`src/adcmx_pkg.sv`:
```
// Constants, source encodings and input-routing functions of the converter input configuration.
package adcmx_pkg;

  // ----------------------------------------------------------------
  // Register map (byte addresses) and field layout
  // ----------------------------------------------------------------
  localparam logic [7:0]  DMA_CTRL_OFS   = 8'h00;
  localparam logic [7:0]  MULTI_SEL_OFS  = 8'h04;
  localparam logic [7:0]  CH0_SEL_OFS    = 8'h08;
  localparam logic [7:0]  RESULT_BASE    = 8'h40;
  localparam int          RESULT_WORDS   = 16;
  localparam int          DMA_EN_BIT     = 8;
  localparam int          DEPTH_LSB      = 0;
  localparam int          MULTI_NB_LSB   = 9;
  localparam int          MULTI_SB_BIT   = 8;
  localparam int          MULTI_NA_LSB   = 1;
  localparam int          MULTI_SA_BIT   = 0;
  localparam int          CH0_NB_BIT     = 15;
  localparam int          CH0_SB_LSB     = 8;
  localparam int          CH0_NA_BIT     = 7;
  localparam int          CH0_SA_LSB     = 0;
  localparam logic [15:0] DMA_CTRL_MASK  = 16'h0107;
  localparam logic [15:0] MULTI_SEL_MASK = 16'h0707;
  localparam logic [15:0] CH0_SEL_MASK   = 16'h9F9F;
  localparam logic [15:0] DMA_CTRL_RST   = 16'h0000;
  localparam logic [15:0] MULTI_SEL_RST  = 16'h0000;
  localparam logic [15:0] CH0_SEL_RST    = 16'h0000;

  // ----------------------------------------------------------------
  // Source codes presented to the analog front end
  // ----------------------------------------------------------------
  // Codes 0 to 15 are the plain analog inputs of the same number.
  localparam logic [4:0]  SRC_OA1   = 5'h10;
  localparam logic [4:0]  SRC_LOW_REFERENCE_VOLTAGE = 5'h13;
  localparam logic [4:0]  SRC_TEMP  = 5'h14;
  localparam logic [4:0]  SRC_OPEN  = 5'h15;
  localparam logic [4:0]  SRC_RSVD  = 5'h1F;

  typedef enum logic {SMP_IDLE, SMP_HOLD} adcmx_smp_type;

  // Op-amp output only when that op-amp is enabled, else the shared pin.
  function automatic logic [4:0] oa_or_an(input logic [1:0] idx, input logic [4:0] an,
                                          input logic [2:0] en);
    oa_or_an = en[idx] ? SRC_OA1 + {3'h0, idx} : an;
  endfunction

  // Channel 0 positive input decode.
  function automatic logic [4:0] ch0_pos(input logic [4:0] code, input logic [2:0] en);
    case (code)
      5'h18:   ch0_pos = oa_or_an(2'h0, 5'h03, en);
      5'h19:   ch0_pos = oa_or_an(2'h1, 5'h00, en);
      5'h1A:   ch0_pos = oa_or_an(2'h2, 5'h06, en);
      5'h1E:   ch0_pos = SRC_TEMP;
      5'h1F:   ch0_pos = SRC_OPEN;
      default: ch0_pos = code[4] ? SRC_RSVD : code;
    endcase
  endfunction

  // Channels 1 to 3 positive input decode; ch is 0, 1 or 2 for channels 1, 2, 3.
  function automatic logic [4:0] multi_pos(input logic [1:0] ch, input logic sel,
                                           input logic [2:0] en);
    if (sel) begin
      multi_pos = (ch == 2'h0) ? oa_or_an(2'h0, 5'h03, en) :
                  (ch == 2'h1) ? oa_or_an(2'h1, 5'h00, en) : oa_or_an(2'h2, 5'h06, en);
    end else begin
      multi_pos = (ch == 2'h0) ? oa_or_an(2'h1, 5'h00, en) : {3'h0, ch};
    end
  endfunction

  // Channels 1 to 3 negative input decode.
  function automatic logic [4:0] multi_neg(input logic [1:0] ch, input logic [1:0] sel,
                                           input logic [2:0] en);
    if (sel == 2'h3) begin
      multi_neg = 5'h09 + {3'h0, ch};
    end else if (sel == 2'h2) begin
      multi_neg = (ch == 2'h0) ? oa_or_an(2'h2, 5'h06, en) : 5'h06 + {3'h0, ch};
    end else begin
      multi_neg = SRC_LOW_REFERENCE_VOLTAGE;
    end
  endfunction

endpackage

```
`src/adcmx_reg_if.sv`:
```
// Register access carrier between the bus slave and the register core.
`timescale 1ns/1ps
interface adcmx_reg_if;
  logic        wr;
  logic        rd;
  logic [7:0]  waddr;
  logic [7:0]  raddr;
  logic [15:0] wdata;

  modport bus  (output wr, output rd, output waddr, output raddr, output wdata);
  modport core (input wr, input rd, input waddr, input raddr, input wdata);
endinterface

```
`src/adcmx_top.sv`:
```
// Converter input selection, result placement and DMA configuration core.
`timescale 1ns/1ps
module adcmx_top (
  input  wire logic        i_clk,
  input  wire logic        i_nrst,
  input  wire logic        i_hsel,
  input  wire logic [31:0] i_haddr,
  input  wire logic [1:0]  i_htrans,
  input  wire logic        i_hwrite,
  input  wire logic [2:0]  i_hsize,
  input  wire logic [31:0] i_hwdata,
  input  wire logic        i_hready,
  output logic             o_hreadyout,
  output logic             o_hresp,
  output logic      [31:0] o_hrdata,
  input  wire logic        i_twelve_bit_mode,
  input  wire logic        i_alternate_mux_select,
  input  wire logic [4:0]  i_increment_rate_field,
  input  wire logic [2:0]  i_opamp_enable,
  input  wire logic        i_sample_active,
  input  wire logic        i_conv_done,
  input  wire logic [15:0] i_conv_result,
  output logic      [19:0] o_pos_src,
  output logic      [19:0] o_neg_src,
  output logic             o_mux_set_b,
  output logic             o_dma_request,
  output logic             o_dma_addr_inc,
  output logic      [7:0]  o_dma_buffer_words
);

  // ----------------------------------------------------------------
  // Bus slave and register strobes
  // ----------------------------------------------------------------
  adcmx_reg_if regs ();

  adcmx_ahb_slave u_slave (
    .i_clk    (i_clk),
    .i_nrst   (i_nrst),
    .i_hsel   (i_hsel),
    .i_haddr  (i_haddr),
    .i_htrans (i_htrans),
    .i_hwrite (i_hwrite),
    .i_hready (i_hready),
    .i_hwdata (i_hwdata),
    .regs     (regs)
  );

  logic [15:0]         dma_ctrl;
  logic [15:0]         multi_sel;
  logic [15:0]         ch0_sel;
  logic                sample_q;
  logic                use_b;
  logic [3:0]          fill_ptr;
  logic [4:0]          conv_cnt;
  logic [15:0]         buf_rdata;
  adcmx_pkg::adcmx_smp_type smp_st;

  // The size field is not checked: every access is treated as a whole word.
  wire        size_unused = |i_hsize;
  wire        wr_dma    = regs.wr & (regs.waddr == adcmx_pkg::DMA_CTRL_OFS);
  wire        wr_multi  = regs.wr & (regs.waddr == adcmx_pkg::MULTI_SEL_OFS)
                          & ~i_twelve_bit_mode;
  wire        wr_ch0    = regs.wr & (regs.waddr == adcmx_pkg::CH0_SEL_OFS);
  wire        dma_en    = dma_ctrl[adcmx_pkg::DMA_EN_BIT];
  wire [2:0]  depth     = dma_ctrl[adcmx_pkg::DEPTH_LSB +: 3];
  // Twelve-bit mode hides the channel 1 to 3 fields without losing them.
  wire [15:0] multi_eff = i_twelve_bit_mode ? 16'h0000 : multi_sel;
  wire        rd_mem    = regs.raddr[7:6] == adcmx_pkg::RESULT_BASE[7:6];

  // ----------------------------------------------------------------
  // Read decode
  // ----------------------------------------------------------------
  // Masks clear every unimplemented position, unmapped addresses read zero.
  wire [15:0] reg_word =
    (regs.raddr == adcmx_pkg::DMA_CTRL_OFS)  ? dma_ctrl  :
    (regs.raddr == adcmx_pkg::MULTI_SEL_OFS) ? multi_eff :
    (regs.raddr == adcmx_pkg::CH0_SEL_OFS)   ? ch0_sel   : 16'h0000;

  // Control registers keep only their implemented bits.
  always_ff @(posedge i_clk or negedge i_nrst) begin
    if (!i_nrst) begin
      dma_ctrl  <= adcmx_pkg::DMA_CTRL_RST;
      multi_sel <= adcmx_pkg::MULTI_SEL_RST;
      ch0_sel   <= adcmx_pkg::CH0_SEL_RST;
    end else begin
      if (wr_dma)   dma_ctrl  <= regs.wdata & adcmx_pkg::DMA_CTRL_MASK;
      if (wr_multi) multi_sel <= regs.wdata & adcmx_pkg::MULTI_SEL_MASK;
      if (wr_ch0)   ch0_sel   <= regs.wdata & adcmx_pkg::CH0_SEL_MASK;
    end
  end

  // Bus response is ready and OKAY from the first edge after reset (not ready in reset); no access needs a wait state.
  always_ff @(posedge i_clk or negedge i_nrst) begin
    if (!i_nrst) begin
      o_hreadyout <= 1'b0;
      o_hresp     <= 1'b0;
    end else begin
      o_hreadyout <= 1'b1;
      o_hresp     <= size_unused & 1'b0;
    end
  end

  // ----------------------------------------------------------------
  // Input selection for sets A and B
  // ----------------------------------------------------------------
  wire       sel_b     = i_alternate_mux_select & use_b;
  wire [4:0] ch0p_code = sel_b ? ch0_sel[adcmx_pkg::CH0_SB_LSB +: 5]
                               : ch0_sel[adcmx_pkg::CH0_SA_LSB +: 5];
  wire       ch0n_bit  = sel_b ? ch0_sel[adcmx_pkg::CH0_NB_BIT]
                               : ch0_sel[adcmx_pkg::CH0_NA_BIT];
  wire       mp_bit    = sel_b ? multi_eff[adcmx_pkg::MULTI_SB_BIT]
                               : multi_eff[adcmx_pkg::MULTI_SA_BIT];
  wire [1:0] mn_code   = sel_b ? multi_eff[adcmx_pkg::MULTI_NB_LSB +: 2]
                               : multi_eff[adcmx_pkg::MULTI_NA_LSB +: 2];
  // Channel 0 negative is input 1 or the low reference.
  wire [4:0] ch0n_src  = ch0n_bit ? 5'h01 : adcmx_pkg::SRC_LOW_REFERENCE_VOLTAGE;
  wire [19:0] next_pos = {adcmx_pkg::multi_pos(2'h2, mp_bit, i_opamp_enable),
                          adcmx_pkg::multi_pos(2'h1, mp_bit, i_opamp_enable),
                          adcmx_pkg::multi_pos(2'h0, mp_bit, i_opamp_enable),
                          adcmx_pkg::ch0_pos(ch0p_code, i_opamp_enable)};
  wire [19:0] next_neg = {adcmx_pkg::multi_neg(2'h2, mn_code, i_opamp_enable),
                          adcmx_pkg::multi_neg(2'h1, mn_code, i_opamp_enable),
                          adcmx_pkg::multi_neg(2'h0, mn_code, i_opamp_enable),
                          ch0n_src};
  wire        smp_start = i_sample_active & ~sample_q;
  wire        smp_end   = ~i_sample_active & sample_q;

  // Codes are captured at the start of sampling and frozen until it ends, so
  // a register write during sampling only affects the next sample.
  always_ff @(posedge i_clk or negedge i_nrst) begin
    if (!i_nrst) begin
      sample_q    <= 1'b0;
      smp_st      <= adcmx_pkg::SMP_IDLE;
      o_pos_src   <= 20'h0_0000;
      o_neg_src   <= 20'h0_0000;
      o_mux_set_b <= 1'b0;
    end else begin
      sample_q <= i_sample_active;
      case (smp_st)
        adcmx_pkg::SMP_IDLE: begin
          if (smp_start) begin
            smp_st      <= adcmx_pkg::SMP_HOLD;
            o_pos_src   <= next_pos;
            o_neg_src   <= next_neg;
            o_mux_set_b <= sel_b;
          end
        end
        adcmx_pkg::SMP_HOLD: begin
          if (smp_end) smp_st <= adcmx_pkg::SMP_IDLE;
        end
        default: smp_st <= adcmx_pkg::SMP_IDLE;
      endcase
    end
  end

  // Set A goes first; with alternation on, each finished sample flips the set.
  always_ff @(posedge i_clk or negedge i_nrst) begin
    if (!i_nrst) begin
      use_b <= 1'b0;
    end else if (!i_alternate_mux_select) begin
      use_b <= 1'b0;
    end else if (smp_end) begin
      use_b <= ~use_b;
    end
  end

  // ----------------------------------------------------------------
  // Result placement and DMA pacing
  // ----------------------------------------------------------------
  wire [3:0] res_waddr = dma_en ? 4'h0 : fill_ptr;
  wire       rate_hit  = conv_cnt == i_increment_rate_field;

  adcmx_result_buffer u_buf (
    .i_clk     (i_clk),
    .i_nrst    (i_nrst),
    .i_we      (i_conv_done),
    .i_waddr   (res_waddr),
    .i_wdata   (i_conv_result),
    .i_re      (regs.rd),
    .i_mem_sel (rd_mem),
    .i_raddr   (regs.raddr[5:2]),
    .i_bypass  (reg_word),
    .o_rdata   (buf_rdata)
  );

  assign o_hrdata = {16'h0000, buf_rdata};

  // The fill pointer only walks when DMA is off; enabling DMA rewinds it.
  always_ff @(posedge i_clk or negedge i_nrst) begin
    if (!i_nrst) begin
      fill_ptr <= 4'h0;
    end else if (dma_en) begin
      fill_ptr <= 4'h0;
    end else if (i_conv_done) begin
      fill_ptr <= fill_ptr + 4'h1;
    end
  end

  // Address increments every rate+1 conversions; the request fires each one.
  always_ff @(posedge i_clk or negedge i_nrst) begin
    if (!i_nrst) begin
      conv_cnt           <= 5'h00;
      o_dma_request      <= 1'b0;
      o_dma_addr_inc     <= 1'b0;
      o_dma_buffer_words <= 8'h01;
    end else begin
      o_dma_request      <= dma_en & i_conv_done;
      o_dma_addr_inc     <= dma_en & i_conv_done & rate_hit;
      o_dma_buffer_words <= 8'h01 << depth;
      if (!dma_en) begin
        conv_cnt <= 5'h00;
      end else if (i_conv_done) begin
        conv_cnt <= rate_hit ? 5'h00 : conv_cnt + 5'h01;
      end
    end
  end
endmodule // adcmx_top

```
`src/adcmx_ahb_slave.sv`:
```
// AHB-Lite slave front end: address phase capture and register strobes.
`timescale 1ns/1ps
module adcmx_ahb_slave (
  input  wire logic        i_clk,
  input  wire logic        i_nrst,
  input  wire logic        i_hsel,
  input  wire logic [31:0] i_haddr,
  input  wire logic [1:0]  i_htrans,
  input  wire logic        i_hwrite,
  input  wire logic        i_hready,
  input  wire logic [31:0] i_hwdata,
  adcmx_reg_if.bus         regs
);

  logic       wr_pend;
  logic [7:0] wr_addr;
  wire        take = i_hsel & i_htrans[1] & i_hready;

  // ----------------------------------------------------------------
  // Strobes
  // ----------------------------------------------------------------
  // Reads are decoded in the address phase so data is ready in the data phase.
  assign regs.rd    = take & ~i_hwrite;
  assign regs.raddr = i_haddr[7:0];
  assign regs.wr    = wr_pend;
  assign regs.waddr = wr_addr;
  assign regs.wdata = i_hwdata[15:0];

  // A write lands in its data phase, when the master drives the data.
  always_ff @(posedge i_clk or negedge i_nrst) begin
    if (!i_nrst) begin
      wr_pend <= 1'b0;
      wr_addr <= 8'h00;
    end else begin
      wr_pend <= take & i_hwrite;
      wr_addr <= take ? i_haddr[7:0] : wr_addr;
    end
  end
endmodule // adcmx_ahb_slave

```
`src/adcmx_result_buffer.sv`:
```
// Sixteen-word result store with a registered read port and register bypass.
`timescale 1ns/1ps
module adcmx_result_buffer (
  input  wire logic        i_clk,
  input  wire logic        i_nrst,
  input  wire logic        i_we,
  input  wire logic [3:0]  i_waddr,
  input  wire logic [15:0] i_wdata,
  input  wire logic        i_re,
  input  wire logic        i_mem_sel,
  input  wire logic [3:0]  i_raddr,
  input  wire logic [15:0] i_bypass,
  output logic      [15:0] o_rdata
);

  logic [15:0] mem [0:15];

  // Storage has no reset; software reads only what conversions wrote.
  always_ff @(posedge i_clk) begin
    if (i_we) begin
      mem[i_waddr] <= i_wdata;
    end
  end

  // The read register also carries control register reads so the bus
  // data output comes from one flip-flop.
  always_ff @(posedge i_clk or negedge i_nrst) begin
    if (!i_nrst) begin
      o_rdata <= 16'h0000;
    end else if (i_re) begin
      o_rdata <= i_mem_sel ? mem[i_raddr] : i_bypass;
    end
  end

endmodule // adcmx_result_buffer

```
`config.mk`:
```
export PLATFORM = sky130hd
export DESIGN_NAME = adcmx_top
export DESIGN_NICKNAME = d
export VERILOG_FILES = /design/src/adcmx_pkg.sv /design/src/adcmx_reg_if.sv /design/src/adcmx_top.sv /design/src/adcmx_ahb_slave.sv /design/src/adcmx_result_buffer.sv
export SDC_FILE = /design/constraint.sdc
export NUM_CORES = 1
export LEC_CHECK = 0
export BUFFER_PORTS_ARGS = -buffer_cell sky130_fd_sc_hd__clkbuf_2
export CAP_MARGIN = 20
export CELL_PAD_IN_SITES_DETAIL_PLACEMENT = 0
export CELL_PAD_IN_SITES_GLOBAL_PLACEMENT = 1
export CORE_UTILIZATION = 35
export CTS_BUF_LIST = sky130_fd_sc_hd__clkbuf_16
export DETAILED_ROUTE_END_ITERATION = 10
export PLACE_DENSITY_LB_ADDON = 0.1
export SYNTH_ARGS = -nofsm -noshare
export SYNTH_HDL_FRONTEND = slang
export SYNTH_SLANG_ARGS = --single-unit
```
`constraint.sdc`:
```
create_clock -name i_clk -period 3.3 [get_ports i_clk]
set_clock_uncertainty 0.2 [all_clocks]
set_input_delay 0.495 -clock i_clk [delete_from_list [all_inputs] [get_ports i_clk]]
set_output_delay 0.495 -clock i_clk [all_outputs]
set_load 0.01 [all_outputs]
```
-- After elaboration in Yosys (flattened, before gate mapping)
Memory sizes are Yosys's and may differ from the RTL's.
Cells that the tools add are included.
W data, S select, Z words.
- add/subtract/negate cells: 2
- equal/unequal tests: 15
- shift-type cells: 1
- mux-type cells: 37
- bitwise operators: 19
- reduce and logical (&&, ||, !) cells: 4
- operators by type and width (kind ; number):
    $mux W5 ; 18
    $mux W16 ; 4
    $eq A5 B5 Y1 const B ; 5
    $pmux W5 S5 ; 1
    $eq A8 B3 Y1 const B ; 2
    $eq A8 B4 Y1 const B ; 2
    $logic_not A8 Y1 ; 2
    $and A1 B1 Y1 ; 13
    $mux W4 ; 3
    $mux W11 ; 1
    $mux W1 ; 8
    $shl A1 B3 Y8 const A ; 1
    $not A1 Y1 ; 6
    $add A5 B1 Y5 const B ; 1
    $eq A5 B5 Y1 ; 1
    $add A4 B1 Y4 const B ; 1
    $eq A2 B2 Y1 const B ; 2
    $eq A2 B1 Y1 const B ; 1
    $mux W2 ; 1
    $ne A2 B1 Y1 const B ; 1
    $ne A2 B2 Y1 const B ; 1
    $pmux W1 S2 ; 1
    $reduce_and A2 Y1 ; 1
    $reduce_bool A2 Y1 ; 1
- bits in registers: 111
- RAM bits: 256
- input bits: 102
- output and inout port bits: 85
- word-level logic and storage cells: 97
- memories: 1
- memory list (memory ; depth ; width ; read ports ; clocked after memory_dff ; wr ports ; line ; RTL):
    u_buf.mem ; 16 ; 16 ; 1 ; 0 ; 1 ; adcmx_result_buffer.sv:16 ; logic [15:0] mem [0:15];

-- Longest topological paths before layout
Gate-level depths: netlist of the first run.
- depth after elaboration: 5
- mapped depth: 8
- depth with buffers taken out: 5

-- Cells and area by module
Synthesis of the first run repeated with hierarchy kept, for this count alone.
- cell total of the unflattened synthesis: 903
- area, all modules: 14656.6 um^2
- modules (own cells, without submodules) (module ; instances ; cells each ; area an instance (um^2) ; sequential area each (um^2)):
    adcmx_result_buffer ; 1 ; 527 ; 10639.0 ; 8087.8
    adcmx_top ; 1 ; 331 ; 3493.4 ; 1702.9
    adcmx_ahb_slave ; 1 ; 45 ; 524.3 ; 225.2

-- Worst setup path after synthesis of the first run
No wires, ideal clock.
- path kind: in2reg
- from: input i_conv_done
- to: memory u_buf.mem[12][0], enable pin
- setup time: 0.409 ns
- arrival time: 2.305 ns
- data required time: 2.691 ns
- setup slack: 0.385 ns
- cell stages on the path: 4
- buffers on the path: 1
- cell sequence: clkbuf_1 > nor2b_1 > nand3_1 > nor3_1
- cells in the longest elaborated chain, start to end: 2
- RTL lines (element ; line ; RTL):
    start, declared ; adcmx_top.sv:21 ; input wire logic i_conv_done,
    $mux W1 ; adcmx_result_buffer.sv:20 ; if (i_we) begin
    $mux W1 (not written as such) ; adcmx_result_buffer.sv:21 ; mem[i_waddr] <= i_wdata;
    end, declared ; adcmx_result_buffer.sv:16 ;
Every way passes these cells.

-- Worst setup path in the final report of the first run
- from: register dma_ctrl[8]
- to: memory u_buf.mem[9][1], enable pin
- cells in the longest elaborated chain, start to end: 1
- RTL lines (element ; line ; RTL):
    start, declared ; adcmx_top.sv:48 ; logic [15:0] dma_ctrl;
    start signal, assigned ; adcmx_top.sv:82 ; dma_ctrl <= adcmx_pkg::DMA_CTRL_RST;
    start signal, assigned ; adcmx_top.sv:86 ; if (wr_dma) dma_ctrl <= regs.wdata & adcmx_pkg::DMA_CTRL_MASK;
    $mux W4 ; adcmx_top.sv:170 ; wire [3:0] res_waddr = dma_en ? 4'h0 : fill_ptr;
Every way passes these cells.

==> metrics.txt, run 1 <==
outcome complete, no violations; #FFs+latches synth 349; Max Clk Rate 428 MHz; CTS tree yes; total grt overflow 0; initial core utilization 35.7%; Crit path largest cell delay 510 ps; global-route wire length before repair 52300 µm; total track usage 17.3%; count leader, synth edfxtp_1; number of post-CTS setup repair buffers 0; largest net degree at the start of global routing 94; mux contribution to synthesized area 14.3%; Vias 7790; worst slew pin tran 668 ps; sw power 0.00262 W; critical path required time 3320 ps; min Tclk post-route 2340 ps; syn_area_per_cell 16.5 µm²; die height 204 µm; hold violation count in the final report 0; CP Depth 4; Max VDD drop 0.307 mV; worst path bufs/invs 1; Startpoint Class flip-flop; layout net count 1125; Power Density 626 nW/µm²; Port Buffers 111; reg2reg end u_buf.mem[9][1]$_DFFE_PP_; Syn Inst Count 861; chip width 204 µm; vias in the first global route 8106; CTS Buf Count 40; fraction of layout cells with a size suffix above 1 30.1%; initial antenna violation count 1; Reg-to-Reg Start dma_ctrl[8]$_DFFE_PN0P_; crit-path max FO 13; Hold WS 37.0 ps; drt drc 0; drt wl/cell 22.2 µm; HP Start i_haddr[7]; routability congestion estimate 0.736; most common library cells after synthesis 256 x edfxtp_1, 92 x dfrtp_1, 55 x nand2_1; Synth Cell Area 14200 µm²; RSZ-0062 raised after global routing false; reg2reg path depth 4; # fillers 3648; Data arrival, critical path 2360 ps; drt pass-1 iters 5; Post-Synth Simple-Gate Area 6.67%; complex-gate fraction of the synthesized area 4.31%; crit-path cells nor2b_1, nand3b_1, nor2_2, buf_4; Slew HR 55.1%; leakage power total 6.45 nW; dominant synthesized flop cell edfxtp_1; register area share after synthesis 70.3%; CTS sink count 349; core region area 39900 µm²; antenna-violating nets left 0; hpwl dp 22100 µm; last element of the critical path u_buf.mem[9][1]$_DFFE_PP_; Yosys cell types 55; WL final 35000 µm; Gate power share 10.5%; setup_tns 0 ps; clk slew on worst S/H paths 60 ps; critical path class reg -> reg; number of DRC markers in iteration 0 400; Clk pwr share 39.1%; full die area 41500 µm²; Max-Cap Viols 0; Clock Path Buffers 3; post-layout util 42.3%; area of the multi-input gates 3870 µm²; Reg2Reg Setup Slack 960 ps; Reg power frac 50.4%; worst skew pair latency 550 ps; delay-heaviest family, CP simple AND/OR/NAND/NOR gates; Area Overhead vs Synth 18.6%; antenna diode count 0; Async SR Flop Fraction 26.6%; crit path launch dma_ctrl[8]$_DFFE_PN0P_; XOR/XNOR Fraction of Synth Area 0.615%; top cells by area, synth edfxtp_1 54%, dfrtp_1 16%, mux4_2 6.3%; Int Pwr 0.00796 W; Syn. warnings 0; Final setup viols 0; register area 10000 µm²; largest family of logic cells by synthesized area multiplexers; Via density 4.95; Root Buffer clkbuf_16; EDFF count, synth 256; io pins 187; Synth Area in Adders 0.176%; type of the tightest min-delay check in -> reg; Yosys top cell area share 54.0%; Net Sw Frac 24.7%; Slew Limit Fails 0; cell taking the most area after synthesis edfxtp_1; CP Capture Type flip-flop; Crit-path slowest cell dfrtp_1; Cell Rows 73; Tcrit/Tclk final 70.8%; CTS H-tree depth 2
## worst min path at each step
stage,endpoint,slack (ps),cells past startpoint
6_report,u_slave.regs.waddr[7]$_DFFE_PN0P_,40,2
5_1_grt,u_slave.regs.waddr[7]$_DFFE_PN0P_,10,2
4_1_cts,u_slave.regs.waddr[7]$_DFFE_PN0P_,5,2
3_5_place_dp,o_pos_src[19]$_DFFE_PN0P_,260,2
3_3_place_gp,o_pos_src[19]$_DFFE_PN0P_,250,2
2_1_floorplan,ch0_sel[0]$_DFFE_PN0P_,-0.6,0
## power groups by stage
stage / clock network [W] / logic (W) / registers [W]
6_report: 0.00414 / 0.00111 / 0.00533
5_1_grt: 0.00442 / 0.00123 / 0.00537
4_1_cts: 0.00426 / 0.00114 / 0.00533
3_5_place_dp: 0 / 0.00113 / 0.00542
3_3_place_gp: 0 / 0.00112 / 0.00542
2_1_floorplan: 0 / 0.000644 / 0.00536
## logic make-up (layout without fill, tap and decap cells)
logic type	after synthesis	in the layout
AO/OA/AOI/OAI	88	88
XOR/XNOR	10	10
adder cells (fa/ha/maj)	2	2
buffers and inverters	81	244
flip-flops	349	349
multiplexers	134	134
other	2	28
AND/OR/NAND/NOR	195	195
## routing by layer
layer	wire length [µm]	up-vias	global-route usage (%)	part of all wire [%]
met5	13	-	0	0.037
li1	-	3592	-	-
met1	15900	3997	23.2	45
met4	756	2	5.53	2.2
met3	1280	47	2.76	3.7
met2	17000	152	28.7	49
## through the flow
stage,total power (W),cell area (µm²),worst slack [ps],std cells
floorplan,0.00600,14300,385,887
global placement,0.00653,15500,748,1490
detailed placement,0.00655,15500,744,1490
CTS,0.0107,16900,951,1575
global route,0.0110,16900,753,1575
finish,0.0106,16900,963,1575
## sequential cells by signal, summed over array words and instances, names as in the netlist, 4 cells and up
| signal | count |
|---|---|
| u_buf.mem | 256 |
| u_buf.o_rdata | 16 |
| o_pos_src | 13 |
| ch0_sel | 12 |
| o_neg_src | 9 |
| o_dma_buffer_words | 8 |
| u_slave.regs.waddr | 8 |
| multi_sel | 6 |
| conv_cnt | 5 |
| dma_ctrl | 4 |
| fill_ptr | 4 |
## area by class of cell
class | count | area share (%)
Clock buffer | 41 | 6.07
Clock inverter | 30 | 1.10
Inverter | 3 | 0.0667
Multi-Input combinational cell | 457 | 22.9
Sequential cell | 349 | 59.3
Tap cell | 525 | 3.89
Timing Repair Buffer | 170 | 6.68
## cells in the final DEF, fill, tap and decap left out, types with 8 or more instances in the layout
| cell type | count |
|---|---|
| inv_1 | 16 |
| mux2_2 | 42 |
| clkbuf_16 | 41 |
| mux4_1 | 8 |
| clkbuf_2 | 108 |
| nor2_1 | 38 |
| conb_1 | 28 |
| mux2i_1 | 43 |
| nor2b_1 | 8 |
| edfxtp_1 | 256 |
| a22o_1 | 8 |
| dfrtp_1 | 92 |
| nand3_1 | 30 |
| nand2_1 | 55 |
| a22oi_1 | 27 |
| dlygate4sd3_1 | 14 |
| nor3_1 | 10 |
| mux4_2 | 40 |
| nand4_1 | 9 |
| buf_4 | 41 |
| o21ai_0 | 19 |
| nor2_2 | 12 |
| a21oi_1 | 9 |
## what timing repair did
| action | 4_1_cts | 5_1_grt |
|---|---|---|
| gates resized for setup | 0 | 0 |
| hold buffers | 14 | 0 |
| endpoints found under the hold margin | 107 | 0 |
No activity file was read; power rests on OpenSTA's default activity.
==> inputs of run 2 (changes only) <==
==> constraint.sdc (replaced) <==
create_clock -name i_clk -period 2.1 [get_ports i_clk]
set_clock_uncertainty 0.2 [all_clocks]
set_input_delay 0.315 -clock i_clk [delete_from_list [all_inputs] [get_ports i_clk]]
set_output_delay 0.315 -clock i_clk [all_outputs]
set_load 0.01 [all_outputs]
==> run 2 against run 1 <==
  * Final cell count is 4.1% higher
  * Register-to-register slack worse by 860 ps
  * Sequential share of layout area is 2.7 points lower
  * Clock-buffer cell count stayed put
  * Design area is 4.7% higher
  * Core utilization is 2.0 points higher
  * Global-route usage is 0.13 points higher
  * Wire length is 0.88% higher
  * Worst setup slack worse by 860 ps
  * Combinational power is 73% higher
  * Critical endpoint is now dma_ctrl[8]$_DFFE_PN0P_
==> metrics.txt, run 2 (synthesis gave the netlist of run 1 again) <==
# fillers 3606; Power Density 985 nW/µm²; Via density 4.86; reg2reg path depth 6; placed insts 1533; Post-Layout Cell Count 1640; crit-path max FO 4; vias in the first global route 8261; register area 10000 µm²; RSZ-0062 raised after global routing false; largest net degree at the start of global routing 38; max FFs per register 256; crit-path cells nor4b_1, buf_4, nand2_1, nor3_1, buf_4, mux2_2; worst setup margin 102 ps; area of the multi-input gates 3870 µm²; number of post-CTS setup repair buffers 0; WL final 35300 µm; fin area 17700 µm²; sw power 0.00417 W; Startpoint Class flip-flop; Area Overhead vs Synth 24.2%; Tcrit/Tclk final 95.2%; fraction of layout cells with a size suffix above 1 32.6%; Clk pwr share 41.0%; hold violation count in the final report 0; CP Capture Type flip-flop; dpl ws -1.61 ps; initial core utilization 35.7%; Reg power frac 48.0%; leakage power total 6.83 nW; layout net count 1189; critical path class reg -> reg; full die area 41500 µm²; total grt overflow 0; min Tclk post-route 2000 ps; core region area 39900 µm²; Cell Rows 73; worst skew pair latency 540 ps; Max-Cap Viols 0; Net Sw Frac 23.9%; PostCTS Resize Cnt 0; most frequent cells in the layout 256 x edfxtp_1, 108 x clkbuf_2, 92 x dfrtp_1; type of the tightest min-delay check in -> reg; CTS tree yes; commonest non-fill, non-tap cell in the layout edfxtp_1; Area after DPL 16000 µm²; number of DRC markers in iteration 0 396; io pins 187; Int Pwr 0.0133 W; clk slew on worst S/H paths 60 ps; chip width 204 µm; worst slew pin tran 571 ps; most used cell, CP buf_4; Max Clk Rate 500 MHz; global-route wire length before repair 52500 µm; Slew HR 61.8%; total track usage 17.5%; Pwr Total 0.0174 W; outcome complete, no violations; CTS sink count 349; critical path required time 2320 ps; CTS hold repair buffers 35; CTS Buf Count 40; drt drc 0; Port Buffers 111; Data arrival, critical path 2220 ps; drt pass-1 iters 5; Crit path largest cell delay 420 ps; Final setup viols 0; drt wl/cell 21.5 µm; Largest regs u_buf.mem (256), u_buf.o_rdata (16), o_pos_src (13); Worst Hold Path Cells 1; Largest Register u_buf.mem; antenna-violating nets left 0; Crit-path slowest cell nor4b_1; initial antenna violation count 0; Root Buffer clkbuf_16; CTS H-tree depth 2; hpwl dp 23600 µm; antenna diode count 0; die height 204 µm; Max VDD drop 0.664 mV; Slew Limit Fails 0; Vias 7972; routability congestion estimate 0.737; Clock Path Buffers 3; Gate power share 11.0%
==> run 2: final cells by class <==
type	count	share of cell area, %
tap	525	3.71
sequential	349	56.6
clock buffer	41	5.80
multi-input combinational	457	21.9
clock inverter	31	1.85
timing repair buffer	234	10.1
inverter	3	0.0636
==> run 2: critical path: cells and delay by family (launching register included) <==
| kind | cells | cell delay, ps |
|---|---|---|
| simple gates | 3 | 620 |
| flops | 1 | 380 |
| buf+inv | 2 | 360 |
| mux | 1 | 330 |
==> run 2: worst paths after layout <==
kind | start | endpoint | slack (ps)
min reg2reg | o_pos_src[14]$_DFFE_PN0P_ | o_pos_src[14]$_DFFE_PN0P_ | 260
max | u_slave.regs.waddr[4]$_DFFE_PN0P_ | dma_ctrl[8]$_DFFE_PN0P_ | 100
max reg2reg | u_slave.regs.waddr[4]$_DFFE_PN0P_ | dma_ctrl[8]$_DFFE_PN0P_ | 100
max in group asynchronous | i_nrst | u_buf.o_rdata[15]$_DFFE_PN0P_ | 920
min | i_conv_result[15] | u_buf.mem[15][15]$_DFFE_PP_ | 8
min in group asynchronous | i_nrst | o_pos_src[16]$_DFFE_PN0P_ | 100
==> run 2: layer usage <==
metal	routed length [µm]	part of all wire (%)	global-route usage (%)
met1	16000	45	23.4
met2	17200	49	29.2
met3	1350	3.8	2.75
met4	684	1.9	5.24
met5	0	0	0
==> run 2: power groups by stage <==
stage               Clock (W)  Combinational [W]  Sequential, W
finish                0.00715            0.00192        0.00836
global route          0.00762            0.00211        0.00843
CTS                   0.00737            0.00197        0.00837
detailed placement          0            0.00192        0.00851
global placement            0            0.00191        0.00850
floorplan                   0            0.00103        0.00842
==> run 2: through the flow <==
stage | utilization (%) | hold WS (ps) | setup TNS, ps
finish | 44.3 | 7.67 | 0
global route | 44.3 | 24.3 | 0
CTS | 44.3 | 2.68 | 0
detailed placement | 40.1 | 137 | -1.61
global placement | 40.1 | 141 | -20.9
floorplan | - | -181 | -40270
